[src/ctrb_pkg.sv]
package ctrb_pkg;

  // Register indices as printed; byte address is four times the index
  // because some printed offsets are not multiples of four.
  localparam logic [11:0] IDX_OFS_C1_P90_IN1 = 12'h348;
  localparam logic [11:0] IDX_OFS_C1_P90_IN2 = 12'h34A;
  localparam logic [11:0] IDX_OFS_C2_P0_IN1  = 12'h34C;
  localparam logic [11:0] IDX_OFS_C2_P0_IN2  = 12'h34E;
  localparam logic [11:0] IDX_BANK0_FINE_GAIN        = 12'h360;
  localparam logic [11:0] IDX_BANK1_FINE_GAIN        = 12'h361;
  localparam logic [11:0] IDX_BANK4_FINE_GAIN        = 12'h364;
  localparam logic [11:0] IDX_BANK5_FINE_GAIN        = 12'h365;
  localparam logic [11:0] IDX_CAL_CTRL       = 12'h370;
  localparam logic [11:0] IDX_TRIM_STATUS    = 12'h371;

  localparam int OFS_W      = 12;
  localparam int OFS_REG_W  = 16;
  localparam int GAIN_W     = 5;
  localparam int GAIN_REG_W = 8;
  localparam int NUM_OFS    = 4;
  localparam int NUM_GAIN   = 4;

  localparam logic [15:0] OFS_RESV_MASK  = 16'hF000;
  localparam logic [7:0]  GAIN_RESV_MASK = 8'hE0;
  localparam logic [0:0]  CAL_CTRL_RESET = 1'h0;

  typedef enum logic [1:0] {
    CTRB_OFS_C1_P90_IN1,
    CTRB_OFS_C1_P90_IN2,
    CTRB_OFS_C2_P0_IN1,
    CTRB_OFS_C2_P0_IN2
  } ctrb_ofs_sel_t;

  // Sampling context the datapath reports each cycle.
  typedef struct packed {
    logic core2;
    logic in2;
    logic ph90;
  } ctrb_ctx_t;

  // Factory trim image delivered by the fuse store.
  typedef struct packed {
    logic [NUM_OFS-1:0][OFS_REG_W-1:0]   ofs;
    logic [NUM_GAIN-1:0][GAIN_REG_W-1:0] gain;
  } ctrb_fuse_t;

  typedef struct packed {
    logic [31:0] adr;
    logic [31:0] dat;
    logic [3:0]  sel;
    logic        we;
    logic        cyc;
    logic        stb;
  } ctrb_wb_req_t;

endpackage

[src/ctrb_ofs_select.sv]
`timescale 1ns/10ps
module ctrb_ofs_select (
  input  wire logic                                                 fg_cal_en,
  input  wire ctrb_pkg::ctrb_ctx_t                                   ctx,
  input  wire logic [ctrb_pkg::NUM_OFS-1:0][ctrb_pkg::OFS_REG_W-1:0] ofs,
  output logic      [ctrb_pkg::OFS_W-1:0]                            ofs_trim,
  output logic                                                      ofs_trim_valid
);

  always_comb begin
    ofs_trim       = '0;
    ofs_trim_valid = 1'b0;
    if (fg_cal_en) begin
      unique case ({ctx.core2, ctx.in2, ctx.ph90})
        3'b001: begin
          ofs_trim       = ofs[ctrb_pkg::CTRB_OFS_C1_P90_IN1][ctrb_pkg::OFS_W-1:0];
          ofs_trim_valid = 1'b1;
        end
        3'b011: begin
          ofs_trim       = ofs[ctrb_pkg::CTRB_OFS_C1_P90_IN2][ctrb_pkg::OFS_W-1:0];
          ofs_trim_valid = 1'b1;
        end
        3'b100: begin
          ofs_trim       = ofs[ctrb_pkg::CTRB_OFS_C2_P0_IN1][ctrb_pkg::OFS_W-1:0];
          ofs_trim_valid = 1'b1;
        end
        3'b110: begin
          ofs_trim       = ofs[ctrb_pkg::CTRB_OFS_C2_P0_IN2][ctrb_pkg::OFS_W-1:0];
          ofs_trim_valid = 1'b1;
        end
        default: begin
          ofs_trim       = '0;
          ofs_trim_valid = 1'b0;
        end
      endcase
    end
  end

endmodule

[src/ctrb_trim_bank.sv]
// The implementer's own choice: the Wishbone slave port.
`timescale 1ns/10ps
// Functional notes
// - Core1 in1 ph90 uses its offset trim.
// - Core1 in2 ph90 uses its offset trim.
// - Core2 in1 ph0 uses its offset trim.
// - Core2 in2 ph0 uses its offset trim.
// - Offset trims default from fuse store.
// - Gain registers default from fuse, set gain.
// - Bank0 gain bits 4-0, 7-5 reserved RW.
// - Bank1 gain bits 4-0, applied to bank.
// - Bank4 gain bits 4-0, applied to bank.
// - Bank5 gain register adjusts bank5 gain.
// - Bank5 gain bits 4-0, 7-5 reserved.
module ctrb_trim_bank (
  input  wire logic                                  clk,
  input  wire logic                                  nrst,
  input  wire logic                                  fuse_valid,
  input  wire ctrb_pkg::ctrb_fuse_t                  fuse_data,
  input  wire ctrb_pkg::ctrb_ctx_t                   ctx,
  input  wire ctrb_pkg::ctrb_wb_req_t                wb_req,
  output logic      [31:0]                           wb_dat_o,
  output logic                                       wb_ack_o,
  output logic                                       wb_err_o,
  output logic      [ctrb_pkg::OFS_W-1:0]            ofs_trim,
  output logic                                       ofs_trim_valid,
  output logic      [ctrb_pkg::GAIN_W-1:0]           gain_bank0,
  output logic      [ctrb_pkg::GAIN_W-1:0]           gain_bank1,
  output logic      [ctrb_pkg::GAIN_W-1:0]           gain_bank4,
  output logic      [ctrb_pkg::GAIN_W-1:0]           gain_bank5,
  output logic                                       fg_cal_en
);

  typedef struct packed {
    logic [ctrb_pkg::NUM_OFS-1:0][ctrb_pkg::OFS_REG_W-1:0]   ofs;
    logic [ctrb_pkg::NUM_GAIN-1:0][ctrb_pkg::GAIN_REG_W-1:0] gain;
    logic                                                    cal_en;
    logic                                                    loaded;
    logic                                                    sw_wrote;
    logic [31:0]                                             rdata;
    logic                                                    ack;
    logic                                                    err;
  } ctrb_state_t;

  ctrb_state_t st_q;
  ctrb_state_t st_d;

  // Maps a register index to an offset slot; returns 1 when it hits one.
  function automatic logic ofs_hit(input logic [11:0] idx, output logic [1:0] slot);
    ofs_hit = 1'b1;
    slot    = 2'd0;
    unique case (idx)
      ctrb_pkg::IDX_OFS_C1_P90_IN1: slot = 2'd0;
      ctrb_pkg::IDX_OFS_C1_P90_IN2: slot = 2'd1;
      ctrb_pkg::IDX_OFS_C2_P0_IN1:  slot = 2'd2;
      ctrb_pkg::IDX_OFS_C2_P0_IN2:  slot = 2'd3;
      default:                      ofs_hit = 1'b0;
    endcase
  endfunction

  function automatic logic gain_hit(input logic [11:0] idx, output logic [1:0] slot);
    gain_hit = 1'b1;
    slot     = 2'd0;
    unique case (idx)
      ctrb_pkg::IDX_BANK0_FINE_GAIN: slot = 2'd0;
      ctrb_pkg::IDX_BANK1_FINE_GAIN: slot = 2'd1;
      ctrb_pkg::IDX_BANK4_FINE_GAIN: slot = 2'd2;
      ctrb_pkg::IDX_BANK5_FINE_GAIN: slot = 2'd3;
      default:               gain_hit = 1'b0;
    endcase
  endfunction

  // Byte-lane merge of a write into an existing 32-bit word.
  function automatic logic [31:0] merge(input logic [31:0] old_v, input logic [31:0] new_v,
                                        input logic [3:0] sel);
    merge = old_v;
    for (int i = 0; i < 4; i++) begin
      if (sel[i]) begin
        merge[i*8 +: 8] = new_v[i*8 +: 8];
      end
    end
  endfunction

  logic [11:0] idx;
  logic        req;
  logic        oh;
  logic        gh;
  logic [1:0]  os;
  logic [1:0]  gs;
  logic [31:0] wv;

  assign idx = wb_req.adr[13:2];
  assign req = wb_req.cyc & wb_req.stb & ~st_q.ack & ~st_q.err;

  always_comb begin
    st_d       = st_q;
    st_d.ack   = 1'b0;
    st_d.err   = 1'b0;
    oh         = ofs_hit(idx, os);
    gh         = gain_hit(idx, gs);
    wv         = 32'h0000_0000;
    // Fuse image loads once after reset, unless software already wrote.
    if (fuse_valid && !st_q.loaded) begin
      st_d.loaded = 1'b1;
      if (!st_q.sw_wrote) begin
        st_d.ofs  = fuse_data.ofs;
        st_d.gain = fuse_data.gain;
      end
    end
    if (req) begin
      if (oh || gh || idx == ctrb_pkg::IDX_CAL_CTRL || idx == ctrb_pkg::IDX_TRIM_STATUS) begin
        st_d.ack = 1'b1;
      end else begin
        st_d.err = 1'b1;
      end
      st_d.rdata = 32'h0000_0000;
      if (oh) begin
        st_d.rdata = {16'h0000, st_q.ofs[os]};
      end else if (gh) begin
        st_d.rdata = {24'h00_0000, st_q.gain[gs]};
      end else if (idx == ctrb_pkg::IDX_CAL_CTRL) begin
        st_d.rdata = {31'h0000_0000, st_q.cal_en};
      end else if (idx == ctrb_pkg::IDX_TRIM_STATUS) begin
        st_d.rdata = {28'h000_0000, ofs_trim_valid, st_q.sw_wrote, st_q.loaded, fuse_valid};
      end
      if (wb_req.we) begin
        if (oh) begin
          wv              = merge({16'h0000, st_q.ofs[os]}, wb_req.dat, wb_req.sel);
          st_d.ofs[os]    = wv[15:0];
          st_d.sw_wrote   = 1'b1;
        end else if (gh) begin
          wv              = merge({24'h00_0000, st_q.gain[gs]}, wb_req.dat, wb_req.sel);
          st_d.gain[gs]   = wv[7:0];
          st_d.sw_wrote   = 1'b1;
        end else if (idx == ctrb_pkg::IDX_CAL_CTRL && wb_req.sel[0]) begin
          st_d.cal_en     = wb_req.dat[0];
        end
      end
    end
  end

  always_ff @(posedge clk) begin
    if (!nrst) begin
      st_q          <= '0;
      st_q.cal_en   <= ctrb_pkg::CAL_CTRL_RESET;
    end else begin
      st_q <= st_d;
    end
  end

  assign wb_dat_o   = st_q.rdata;
  assign wb_ack_o   = st_q.ack;
  assign wb_err_o   = st_q.err;
  assign fg_cal_en  = st_q.cal_en;
  assign gain_bank0 = st_q.gain[0][ctrb_pkg::GAIN_W-1:0];
  assign gain_bank1 = st_q.gain[1][ctrb_pkg::GAIN_W-1:0];
  assign gain_bank4 = st_q.gain[2][ctrb_pkg::GAIN_W-1:0];
  assign gain_bank5 = st_q.gain[3][ctrb_pkg::GAIN_W-1:0];

  ctrb_ofs_select u_sel (
    .fg_cal_en      (st_q.cal_en),
    .ctx            (ctx),
    .ofs            (st_q.ofs),
    .ofs_trim       (ofs_trim),
    .ofs_trim_valid (ofs_trim_valid)
  );

  a_ofs_gate: assert property (@(posedge clk) disable iff (!nrst)
    !st_q.cal_en |-> !ofs_trim_valid)
    else $error("offset trim active with calibration off");

  a_ofs_core1_in1: assert property (@(posedge clk) disable iff (!nrst)
    st_q.cal_en && ctx == 3'b001 |-> ofs_trim == st_q.ofs[0][11:0] && ofs_trim_valid)
    else $error("core1 in1 ph90 offset wrong");

  a_ofs_core1_in2: assert property (@(posedge clk) disable iff (!nrst)
    st_q.cal_en && ctx == 3'b011 |-> ofs_trim == st_q.ofs[1][11:0] && ofs_trim_valid)
    else $error("core1 in2 ph90 offset wrong");

  a_ofs_core2_in1: assert property (@(posedge clk) disable iff (!nrst)
    st_q.cal_en && ctx == 3'b100 |-> ofs_trim == st_q.ofs[2][11:0] && ofs_trim_valid)
    else $error("core2 in1 ph0 offset wrong");

  a_ofs_core2_in2: assert property (@(posedge clk) disable iff (!nrst)
    st_q.cal_en && ctx == 3'b110 |-> ofs_trim == st_q.ofs[3][11:0] && ofs_trim_valid)
    else $error("core2 in2 ph0 offset wrong");

  a_fuse_ofs_load: assert property (@(posedge clk) disable iff (!nrst)
    fuse_valid && !st_q.loaded && !st_q.sw_wrote && !req |=> st_q.ofs == $past(fuse_data.ofs))
    else $error("offset trims not loaded from fuse");

  a_fuse_gain_load: assert property (@(posedge clk) disable iff (!nrst)
    fuse_valid && !st_q.loaded && !st_q.sw_wrote && !req |=> st_q.gain == $past(fuse_data.gain))
    else $error("gains not loaded from fuse");

  a_gain0_write: assert property (@(posedge clk) disable iff (!nrst)
    req && wb_req.we && idx == ctrb_pkg::IDX_BANK0_FINE_GAIN && wb_req.sel[0]
    |=> st_q.gain[0] == $past(wb_req.dat[7:0]) && gain_bank0 == $past(wb_req.dat[4:0]))
    else $error("bank0 gain write lost");

  a_gain1_write: assert property (@(posedge clk) disable iff (!nrst)
    req && wb_req.we && idx == ctrb_pkg::IDX_BANK1_FINE_GAIN && wb_req.sel[0]
    |=> gain_bank1 == $past(wb_req.dat[4:0]))
    else $error("bank1 gain write lost");

  a_gain4_write: assert property (@(posedge clk) disable iff (!nrst)
    req && wb_req.we && idx == ctrb_pkg::IDX_BANK4_FINE_GAIN && wb_req.sel[0]
    |=> gain_bank4 == $past(wb_req.dat[4:0]))
    else $error("bank4 gain write lost");

  a_gain5_write: assert property (@(posedge clk) disable iff (!nrst)
    req && wb_req.we && idx == ctrb_pkg::IDX_BANK5_FINE_GAIN && wb_req.sel[0]
    |=> gain_bank5 == $past(wb_req.dat[4:0]) ##1 !wb_ack_o)
    else $error("bank5 gain write lost");

  // A trim that does not apply must read as zero so the datapath adds nothing.
  a_ofs_idle_zero: assert property (@(posedge clk) disable iff (!nrst)
    !ofs_trim_valid
    |-> ofs_trim == 12'h000)
    else $error("inactive offset trim not zero");

  a_ofs_ctx_miss: assert property (@(posedge clk) disable iff (!nrst)
    ctx.core2 == ctx.ph90
    |-> !ofs_trim_valid)
    else $error("offset trim active for unmapped context");

  a_cal_off_trim: assert property (@(posedge clk) disable iff (!nrst)
    !fg_cal_en
    |-> ofs_trim == 12'h000)
    else $error("offset trim nonzero with calibration off");

  // A full-width write must land in the slot that the context decode uses.
  a_ofs_wr_c1i1: assert property (@(posedge clk) disable iff (!nrst)
    req && wb_req.we && idx == ctrb_pkg::IDX_OFS_C1_P90_IN1 && wb_req.sel[1:0] == 2'h3
    |=> st_q.ofs[0] == $past(wb_req.dat[15:0]))
    else $error("core1 in1 ph90 offset write lost");

  a_ofs_wr_c1i2: assert property (@(posedge clk) disable iff (!nrst)
    req && wb_req.we && idx == ctrb_pkg::IDX_OFS_C1_P90_IN2 && wb_req.sel[1:0] == 2'h3
    |=> st_q.ofs[1] == $past(wb_req.dat[15:0]))
    else $error("core1 in2 ph90 offset write lost");

  a_ofs_wr_c2i1: assert property (@(posedge clk) disable iff (!nrst)
    req && wb_req.we && idx == ctrb_pkg::IDX_OFS_C2_P0_IN1 && wb_req.sel[1:0] == 2'h3
    |=> st_q.ofs[2] == $past(wb_req.dat[15:0]))
    else $error("core2 in1 ph0 offset write lost");

  a_ofs_wr_c2i2: assert property (@(posedge clk) disable iff (!nrst)
    req && wb_req.we && idx == ctrb_pkg::IDX_OFS_C2_P0_IN2 && wb_req.sel[1:0] == 2'h3
    |=> st_q.ofs[3] == $past(wb_req.dat[15:0]))
    else $error("core2 in2 ph0 offset write lost");

  // Reads return the stored word, reserved bits included, with the ack.
  a_ofs_rd_c1i1: assert property (@(posedge clk) disable iff (!nrst)
    req && !wb_req.we && idx == ctrb_pkg::IDX_OFS_C1_P90_IN1
    |=> wb_ack_o && wb_dat_o == {16'h0000, $past(st_q.ofs[0])})
    else $error("core1 in1 ph90 offset read wrong");

  a_ofs_rd_c1i2: assert property (@(posedge clk) disable iff (!nrst)
    req && !wb_req.we && idx == ctrb_pkg::IDX_OFS_C1_P90_IN2
    |=> wb_ack_o && wb_dat_o == {16'h0000, $past(st_q.ofs[1])})
    else $error("core1 in2 ph90 offset read wrong");

  a_ofs_rd_c2i1: assert property (@(posedge clk) disable iff (!nrst)
    req && !wb_req.we && idx == ctrb_pkg::IDX_OFS_C2_P0_IN1
    |=> wb_ack_o && wb_dat_o == {16'h0000, $past(st_q.ofs[2])})
    else $error("core2 in1 ph0 offset read wrong");

  a_ofs_rd_c2i2: assert property (@(posedge clk) disable iff (!nrst)
    req && !wb_req.we && idx == ctrb_pkg::IDX_OFS_C2_P0_IN2
    |=> wb_ack_o && wb_dat_o == {16'h0000, $past(st_q.ofs[3])})
    else $error("core2 in2 ph0 offset read wrong");

  a_gain_rd_b0: assert property (@(posedge clk) disable iff (!nrst)
    req && !wb_req.we && idx == ctrb_pkg::IDX_BANK0_FINE_GAIN
    |=> wb_ack_o && wb_dat_o == {24'h00_0000, $past(st_q.gain[0])})
    else $error("bank0 gain read wrong");

  a_gain_rd_b1: assert property (@(posedge clk) disable iff (!nrst)
    req && !wb_req.we && idx == ctrb_pkg::IDX_BANK1_FINE_GAIN
    |=> wb_ack_o && wb_dat_o == {24'h00_0000, $past(st_q.gain[1])})
    else $error("bank1 gain read wrong");

  a_gain_rd_b4: assert property (@(posedge clk) disable iff (!nrst)
    req && !wb_req.we && idx == ctrb_pkg::IDX_BANK4_FINE_GAIN
    |=> wb_ack_o && wb_dat_o == {24'h00_0000, $past(st_q.gain[2])})
    else $error("bank4 gain read wrong");

  a_gain_rd_b5: assert property (@(posedge clk) disable iff (!nrst)
    req && !wb_req.we && idx == ctrb_pkg::IDX_BANK5_FINE_GAIN
    |=> wb_ack_o && wb_dat_o == {24'h00_0000, $past(st_q.gain[3])})
    else $error("bank5 gain read wrong");

  // Reserved gain bits are plain storage and must survive a write.
  a_gain_resv_b0: assert property (@(posedge clk) disable iff (!nrst)
    req && wb_req.we && idx == ctrb_pkg::IDX_BANK0_FINE_GAIN && wb_req.sel[0]
    |=> st_q.gain[0][7:5] == $past(wb_req.dat[7:5]))
    else $error("bank0 reserved bits not stored");

  a_gain_resv_b5: assert property (@(posedge clk) disable iff (!nrst)
    req && wb_req.we && idx == ctrb_pkg::IDX_BANK5_FINE_GAIN && wb_req.sel[0]
    |=> st_q.gain[3][7:5] == $past(wb_req.dat[7:5]))
    else $error("bank5 reserved bits not stored");

  // Without a bus access or a pending fuse load the trims must not move.
  a_ofs_hold: assert property (@(posedge clk) disable iff (!nrst)
    !req && (st_q.loaded || !fuse_valid)
    |=> st_q.ofs == $past(st_q.ofs))
    else $error("offset trims changed without cause");

  a_gain_hold: assert property (@(posedge clk) disable iff (!nrst)
    !req && (st_q.loaded || !fuse_valid)
    |=> st_q.gain == $past(st_q.gain))
    else $error("gains changed without cause");

  a_fuse_once: assert property (@(posedge clk) disable iff (!nrst)
    st_q.loaded
    |=> st_q.loaded)
    else $error("fuse load flag dropped");

  a_fuse_skip: assert property (@(posedge clk) disable iff (!nrst)
    fuse_valid && !st_q.loaded && st_q.sw_wrote && !req
    |=> st_q.ofs == $past(st_q.ofs))
    else $error("fuse load overwrote software trims");

  // The fuse image must reach the bank gain outputs as well as the registers.
  a_gain_fuse_b1: assert property (@(posedge clk) disable iff (!nrst)
    fuse_valid && !st_q.loaded && !st_q.sw_wrote && !req
    |=> gain_bank1 == $past(fuse_data.gain[1][4:0]))
    else $error("bank1 gain not taken from fuse");

  a_gain_fuse_b4: assert property (@(posedge clk) disable iff (!nrst)
    fuse_valid && !st_q.loaded && !st_q.sw_wrote && !req
    |=> gain_bank4 == $past(fuse_data.gain[2][4:0]))
    else $error("bank4 gain not taken from fuse");

  a_gain_fuse_b5: assert property (@(posedge clk) disable iff (!nrst)
    fuse_valid && !st_q.loaded && !st_q.sw_wrote && !req
    |=> gain_bank5 == $past(fuse_data.gain[3][4:0]))
    else $error("bank5 gain not taken from fuse");

endmodule

[config.mk]
export PLATFORM = sky130hd
export DESIGN_NAME = ctrb_trim_bank
export DESIGN_NICKNAME = d
export VERILOG_FILES = /design/src/ctrb_pkg.sv /design/src/ctrb_ofs_select.sv /design/src/ctrb_trim_bank.sv
export SDC_FILE = /design/constraint.sdc
export NUM_CORES = 1
export LEC_CHECK = 0
export ABC_AREA = 1
export BUFFER_PORTS_ARGS = -buffer_cell sky130_fd_sc_hd__clkbuf_2
export CORE_MARGIN = 1.5
export CORE_UTILIZATION = 53
export CTS_CLUSTER_SIZE = 40
export DETAILED_ROUTE_END_ITERATION = 12
export PLACE_DENSITY = 0.84
export SLEW_MARGIN = 10
export SYNTH_ARGS = -nofsm -noshare
export SYNTH_HDL_FRONTEND = slang
export SYNTH_HIERARCHICAL = 1
export SYNTH_SLANG_ARGS = --single-unit
[constraint.sdc]
create_clock -name clk -period 1.8 [get_ports clk]
set_input_delay 0 -clock clk [delete_from_list [all_inputs] [get_ports clk]]
set_output_delay 0 -clock clk [all_outputs]
set_load 0.005 [all_outputs]
Word level (Yosys, flattened, before mapping)
Cells that the tools add are included.
{"block": "word_totals", "regBits": 133, "output_inout_bits": 68, "wordCells": 102}
{"block": "op_classes", "magnitude_cmp": 4, "eq_ne": 14, "muxes": 48, "bitwise": 7, "n_reduce_logical": 15}
{"operator": "$mux W97", "n": 2}
{"operator": "$mux W96", "n": 2}
{"operator": "$mux W8", "n": 16}
{"operator": "$eq A12 B10 Y1 const B", "n": 10}
{"operator": "$bwmux W64", "n": 1}
{"operator": "$mux W64", "n": 1}
{"operator": "$mux W16", "n": 3}
{"operator": "$pmux W12 S4", "n": 1}
{"operator": "$mux W33", "n": 1}
{"operator": "$bmux W16 S2", "n": 1}
{"operator": "$bwmux W32", "n": 1}
{"operator": "$demux W16 S2", "n": 1}
{"operator": "$mux W32", "n": 1}
{"operator": "$bmux W8 S2", "n": 1}
{"operator": "$demux W8 S2", "n": 1}
{"operator": "$mux W12", "n": 1}
{"operator": "$pmux W2 S3", "n": 2}
{"operator": "$reduce_or A4 Y1", "n": 3}
{"operator": "$mux W1", "n": 10}
{"operator": "$mux W4", "n": 2}
{"operator": "$eq A3 B3 Y1 const B", "n": 2}
{"operator": "$lt A2 B3 Y1 const B", "n": 2}
{"operator": "$reduce_and A5 Y1", "n": 1}
{"operator": "$ge A2 B1 Y1 const B", "n": 2}
{"operator": "10 further kinds", "n": 20}

Longest topological paths before layout
{"block": "depth", "depth_word": 14, "depth_mapped": 13, "mapped_depth_nobuf": 13}

Cells and area by module
The synthesis kept the hierarchy.
{"module": "ctrb_trim_bank", "instances": 1, "cells_each": 1151, "area_per_inst_um2": 7285.7, "seq_area_each_um2": 2342.2}
{"module": "ctrb_ofs_select", "instances": 1, "cells_each": 119, "area_per_inst_um2": 635.6, "seq_area_each_um2": 0.0}

Worst setup path before layout
Ideal clock, no wire load.
{"block": "synth_path", "path_type": "register -> register", "from": "register st_q, in the netlist wb_err_o", "to": "register st_q, in the netlist gain_bank1[0]", "setup_ns": 0.109, "arrival_time_ns": 1.523, "required_time_ns": 1.691, "slack_ns": 0.168, "stages_incl_launch_ff": 11, "path_buffers": 1, "synth_period_minus_slack_ns": 1.632, "path_cell_list": "dfxtp_1 nor2_1 and3_1 buf_2 nand2_1 nor2_2 nand3_2 inv_2 nand3_1 nand2_1 inv_1"}
{"block": "synth_via", "elab_chain_cells": 3}
{"element": "start: declaration", "line": "ctrb_trim_bank.sv:45", "source": "ctrb_state_t st_q;"}
{"element": "start signal: assignment", "line": "ctrb_trim_bank.sv:147", "source": "st_q <= st_d;"}
{"element": "$not A1 Y1", "line": "ctrb_trim_bank.sv:93", "source": "assign req = wb_req.cyc & wb_req.stb & ~st_q.ack & ~st_q.err;"}
{"element": "$and A1 B1 Y1", "line": "ctrb_trim_bank.sv:93"}
{"element": "$mux W97", "line": "ctrb_trim_bank.sv:110", "source": "if (req) begin"}
No other way between the ends.
A chain may end at the register's enable or synchronous reset.

Final worst setup path
{"block": "layout_path", "from": "register st_q[34] (netlist name)", "to": "register st_q[43] (netlist name)"}
{"block": "layout_via", "elab_chain_cells": 7}
{"element": "$mux W96 (*)", "line": "ctrb_trim_bank.sv:105", "source": "if (!st_q.sw_wrote) begin"}
{"element": "$mux W96 (*)", "line": "ctrb_trim_bank.sv:103", "source": "if (fuse_valid && !st_q.loaded) begin"}
{"element": "$bwmux W32", "line": "ctrb_trim_bank.sv:133", "source": "st_d.gain[gs] = wv[7:0];"}
{"element": "$mux W32", "line": "ctrb_trim_bank.sv:131", "source": "end else if (gh) begin"}
{"element": "$mux W33", "line": "ctrb_trim_bank.sv:127", "source": "if (oh) begin"}
{"element": "$mux W97", "line": "ctrb_trim_bank.sv:126", "source": "if (wb_req.we) begin"}
{"element": "$mux W97 (*)", "line": "ctrb_trim_bank.sv:110"}
Mark *: on every way between the ends. The rest lies on a longest branch, timed or not.

==> summary.md <==
| Metric | Value |
|---|---|
| All-Layer GR Usage | 0.3656 |
| Total negative slack | 0 ns |
| Critical Path RT | 2.13 ns |
| Site row count | 44 |
| Ant diodes | 0 |
| Clock skew | 0.005737 ns |
| Unrepaired setup endpoints after global routing | no |
| Ys async rst share | 0 |
| DP HPWL | 19200 µm |
| Fraction of layout cells with a size suffix above 1 | 0.2239 |
| Worst skew pair latency | 0.43 ns |
| Area of the core | 14590 µm² |
| Post-layout min period | 1.646 ns |
| Synth cell types | 32 |
| Status | finished clean |
| XOR/XNOR share of the synthesized area | 0 |
| Sequential cell area | 2342 µm² |
| # fillers | 1161 |
| Die extent in x | 125.3 µm |
| VDD IR-drop max | 0.6710 mV |
| Count leader, synth | nand2_1 |
| Initial core utilization | 0.5430 |
| Simple-gate area share of the yosys netlist | 0.3695 |
| Mapped Cells | 1270 |
| Largest net degree at the start of global routing | 54 |
| Via count | 9715 |
| Pwr/cell area | 743.3 nW/µm² |
| CTS tree | built |
| Slew HR | 0.6507 |
| Die ar. | 15690 µm² |
| Final period util | 0.9147 |
| Clock buffer depth | 2 |
| Max Fanout on Critical Path | 53 |
| Register area share after synthesis | 0.2957 |
| Die Y | 125.3 µm |
| Hold_ws | 0.002419 ns |
| Clock root cell | clkbuf_16 |
| Clock transition at the registers of the reported paths | 0.06 ns |
| Combinational family with the most area after synthesis | simple AND/OR/NAND/NOR gates |
| CTS sink count | 117 |
| Yosys top cell by area | dfxtp_1 |
| Final Setup Violations | 0 |
| Inserted Clock Buffers | 17 |
| Initial antenna violation count | 0 |
| Worst Path Arrival | 1.98 ns |
| Critical path class | flip-flop to flip-flop |
| Vias in the first global route | 9444 |
| Post-synthesis adder-cell area fraction | 0 |
| Synth top area cells | dfxtp_1 (30%), nand2_1 (15%), nand3_1 (8.0%), a21oi_1 (6.7%), buf_4 (6.1%) |
| Synthesized area | 7921 µm² |
| Final Wtd Congestion | 0.9816 |
| Maxcap violations | 0 |
| Fin. max-slew vios | 0 |
| Via density | 5.691 |
| Worst-Margin Slew | 0.5239 ns |
| Final nets | 1683 |
| Top cells by count, synth | nand2_1 (312), nand3_1 (127), inv_1 (122), nor2_1 (122), dfxtp_1 (117) |
| Port Buffers | 186 |
| Leakage | 5.241 nW |
| Pre-Repair DR Iteration Count | 6 |
| Final hold violations | 0 |
| Placed Instances | 1592 |
| Ys flop type | dfxtp_1 |
| ANT nets after route | 0 |
| Mux cell area share after synthesis | 0.04170 |
| Worst hold path class | primary input to flip-flop |
| First-pass GRT wire length | 45720 µm |
| DRT iter0 DRCs | 1230 |
| F_max | 607.4 MHz |
| Mean instance size in the synthesized netlist | 6.237 µm² |
| Io pins | 241 |
| Synth Register Bits | 117 |
| Avg WL per Cell | 16.94 µm |
| Area Overhead vs Synth | 31.54% |
| Htree depth | 4 |
| Crit start category | flip-flop |
| Synthesis Warnings | 6 |
| Synth top area share | 0.2957 |
| Final wirelength | 28920 µm |
| EDFF count, synth | 0 |
| Post-route insts no fill | 1707 |
| Worst setup EP type | flip-flop |
| Post-synthesis compound-gate area fraction | 0.1341 |
| Multi-input gate area | 4405 µm² |
| Grt total ovfl | 0 |
| Drt drc | 0 |
[critical path: stages, from the launching register on]
cell and delay [ns]:
dfxtp_1 0.35, nor3_4 0.31, buf_12 0.35, mux2i_1 0.23
a21oi_1 0.11, nand2_1 0.12, inv_1 0.05
[layout by cell type, fill, tap and decap left out, types with 46 or more instances in the layout]
cell type / count
nand4_1: 49
nor2_1: 121
o21ai_0: 63
nand3_1: 127
dfxtp_1: 117
inv_1: 119
dlygate4sd3_1: 80
a21oi_1: 106
clkbuf_2: 186
buf_4: 46
nand2_1: 311
[state kept, by name, indices dropped and copies added (netlist names)]
signal	count
gain_bank4	5
gain_bank1	5
gain_bank5	5
st_q	78
wb_dat_o	16
wb_ack_o	1
gain_bank0	5
fg_cal_en	1
wb_err_o	1
[routing by layer]
metal / GRT usage / part of all wire / vias to the layer above
li1: - / - / 4566
met4: 0.2146 / 0.052 / 0
met1: 0.4277 / 0.36 / 4310
met3: 0.08045 / 0.12 / 159
met5: 0 / 0 / -
met2: 0.6156 / 0.47 / 680
[area by class of cell]
cell class / count / share of cell area
clock inverter: 12 / 0.01453
clock buffer: 20 / 0.04479
timing repair buffer: 324 / 0.2207
tap: 184 / 0.02209
inverter: 138 / 0.05031
sequential: 117 / 0.2248
multi-input combinational: 912 / 0.4228
[path summary, 6_finish.rpt]
| kind | end | slack, ns | depth (start not counted) | from |
|---|---|---|---|---|
| worst max register to register | st_q[43] | 0.15 | 6 | st_q[34] |
| worst min register to register | wb_dat_o[10] | 0.46 | 2 | wb_dat_o[10] |
| worst max-delay path | st_q[43] | 0.15 | 6 | st_q[34] |
| worst min-delay path | st_q[101] | 0.002 | 5 | fuse_data[64] |
[power breakdown]
| group | internal (mW) | total (mW) | switching, mW | leakage (nW) |
|---|---|---|---|---|
| Sequential | 2.75 | 2.86 | 0.115 | 0.962 |
| Clock | 2.28 | 3.59 | 1.31 | 0.302 |
| Combinational | 0.560 | 1.29 | 0.733 | 3.98 |
| Total | 5.59 | 7.74 | 2.16 | 5.24 |
[kinds of logic (layout without fill, tap and decap cells)]
group	after synthesis	in the layout
other cells	1	16
simple gates	657	657
buf+inv	256	494
flops	117	117
mux	33	33
compound gates	206	206
[repair_timing]
item,CTS,global route
buffers inserted,0,3
setup endpoints to repair,0,38
endpoints found under the hold margin,82,0
hold buffers,80,0
resized for setup,0,9
[metrics by stage]
| step | cell area (µm²) | power (mW) | util | setup WS (ns) |
|---|---|---|---|---|
| detailed placement | 8946 | 4.007 | 0.6132 | 0.02076 |
| global placement | 8946 | 3.981 | 0.6132 | 0.04349 |
| finish | 10420 | 7.745 | 0.7142 | 0.1536 |
| floorplan | 7978 | 3.660 | - | 0.1678 |
| global route | 10420 | 7.961 | 0.7142 | 0.0006775 |
| CTS | 10360 | 7.659 | 0.7105 | 0.07883 |
No activity file was read; power rests on OpenSTA's default activity.
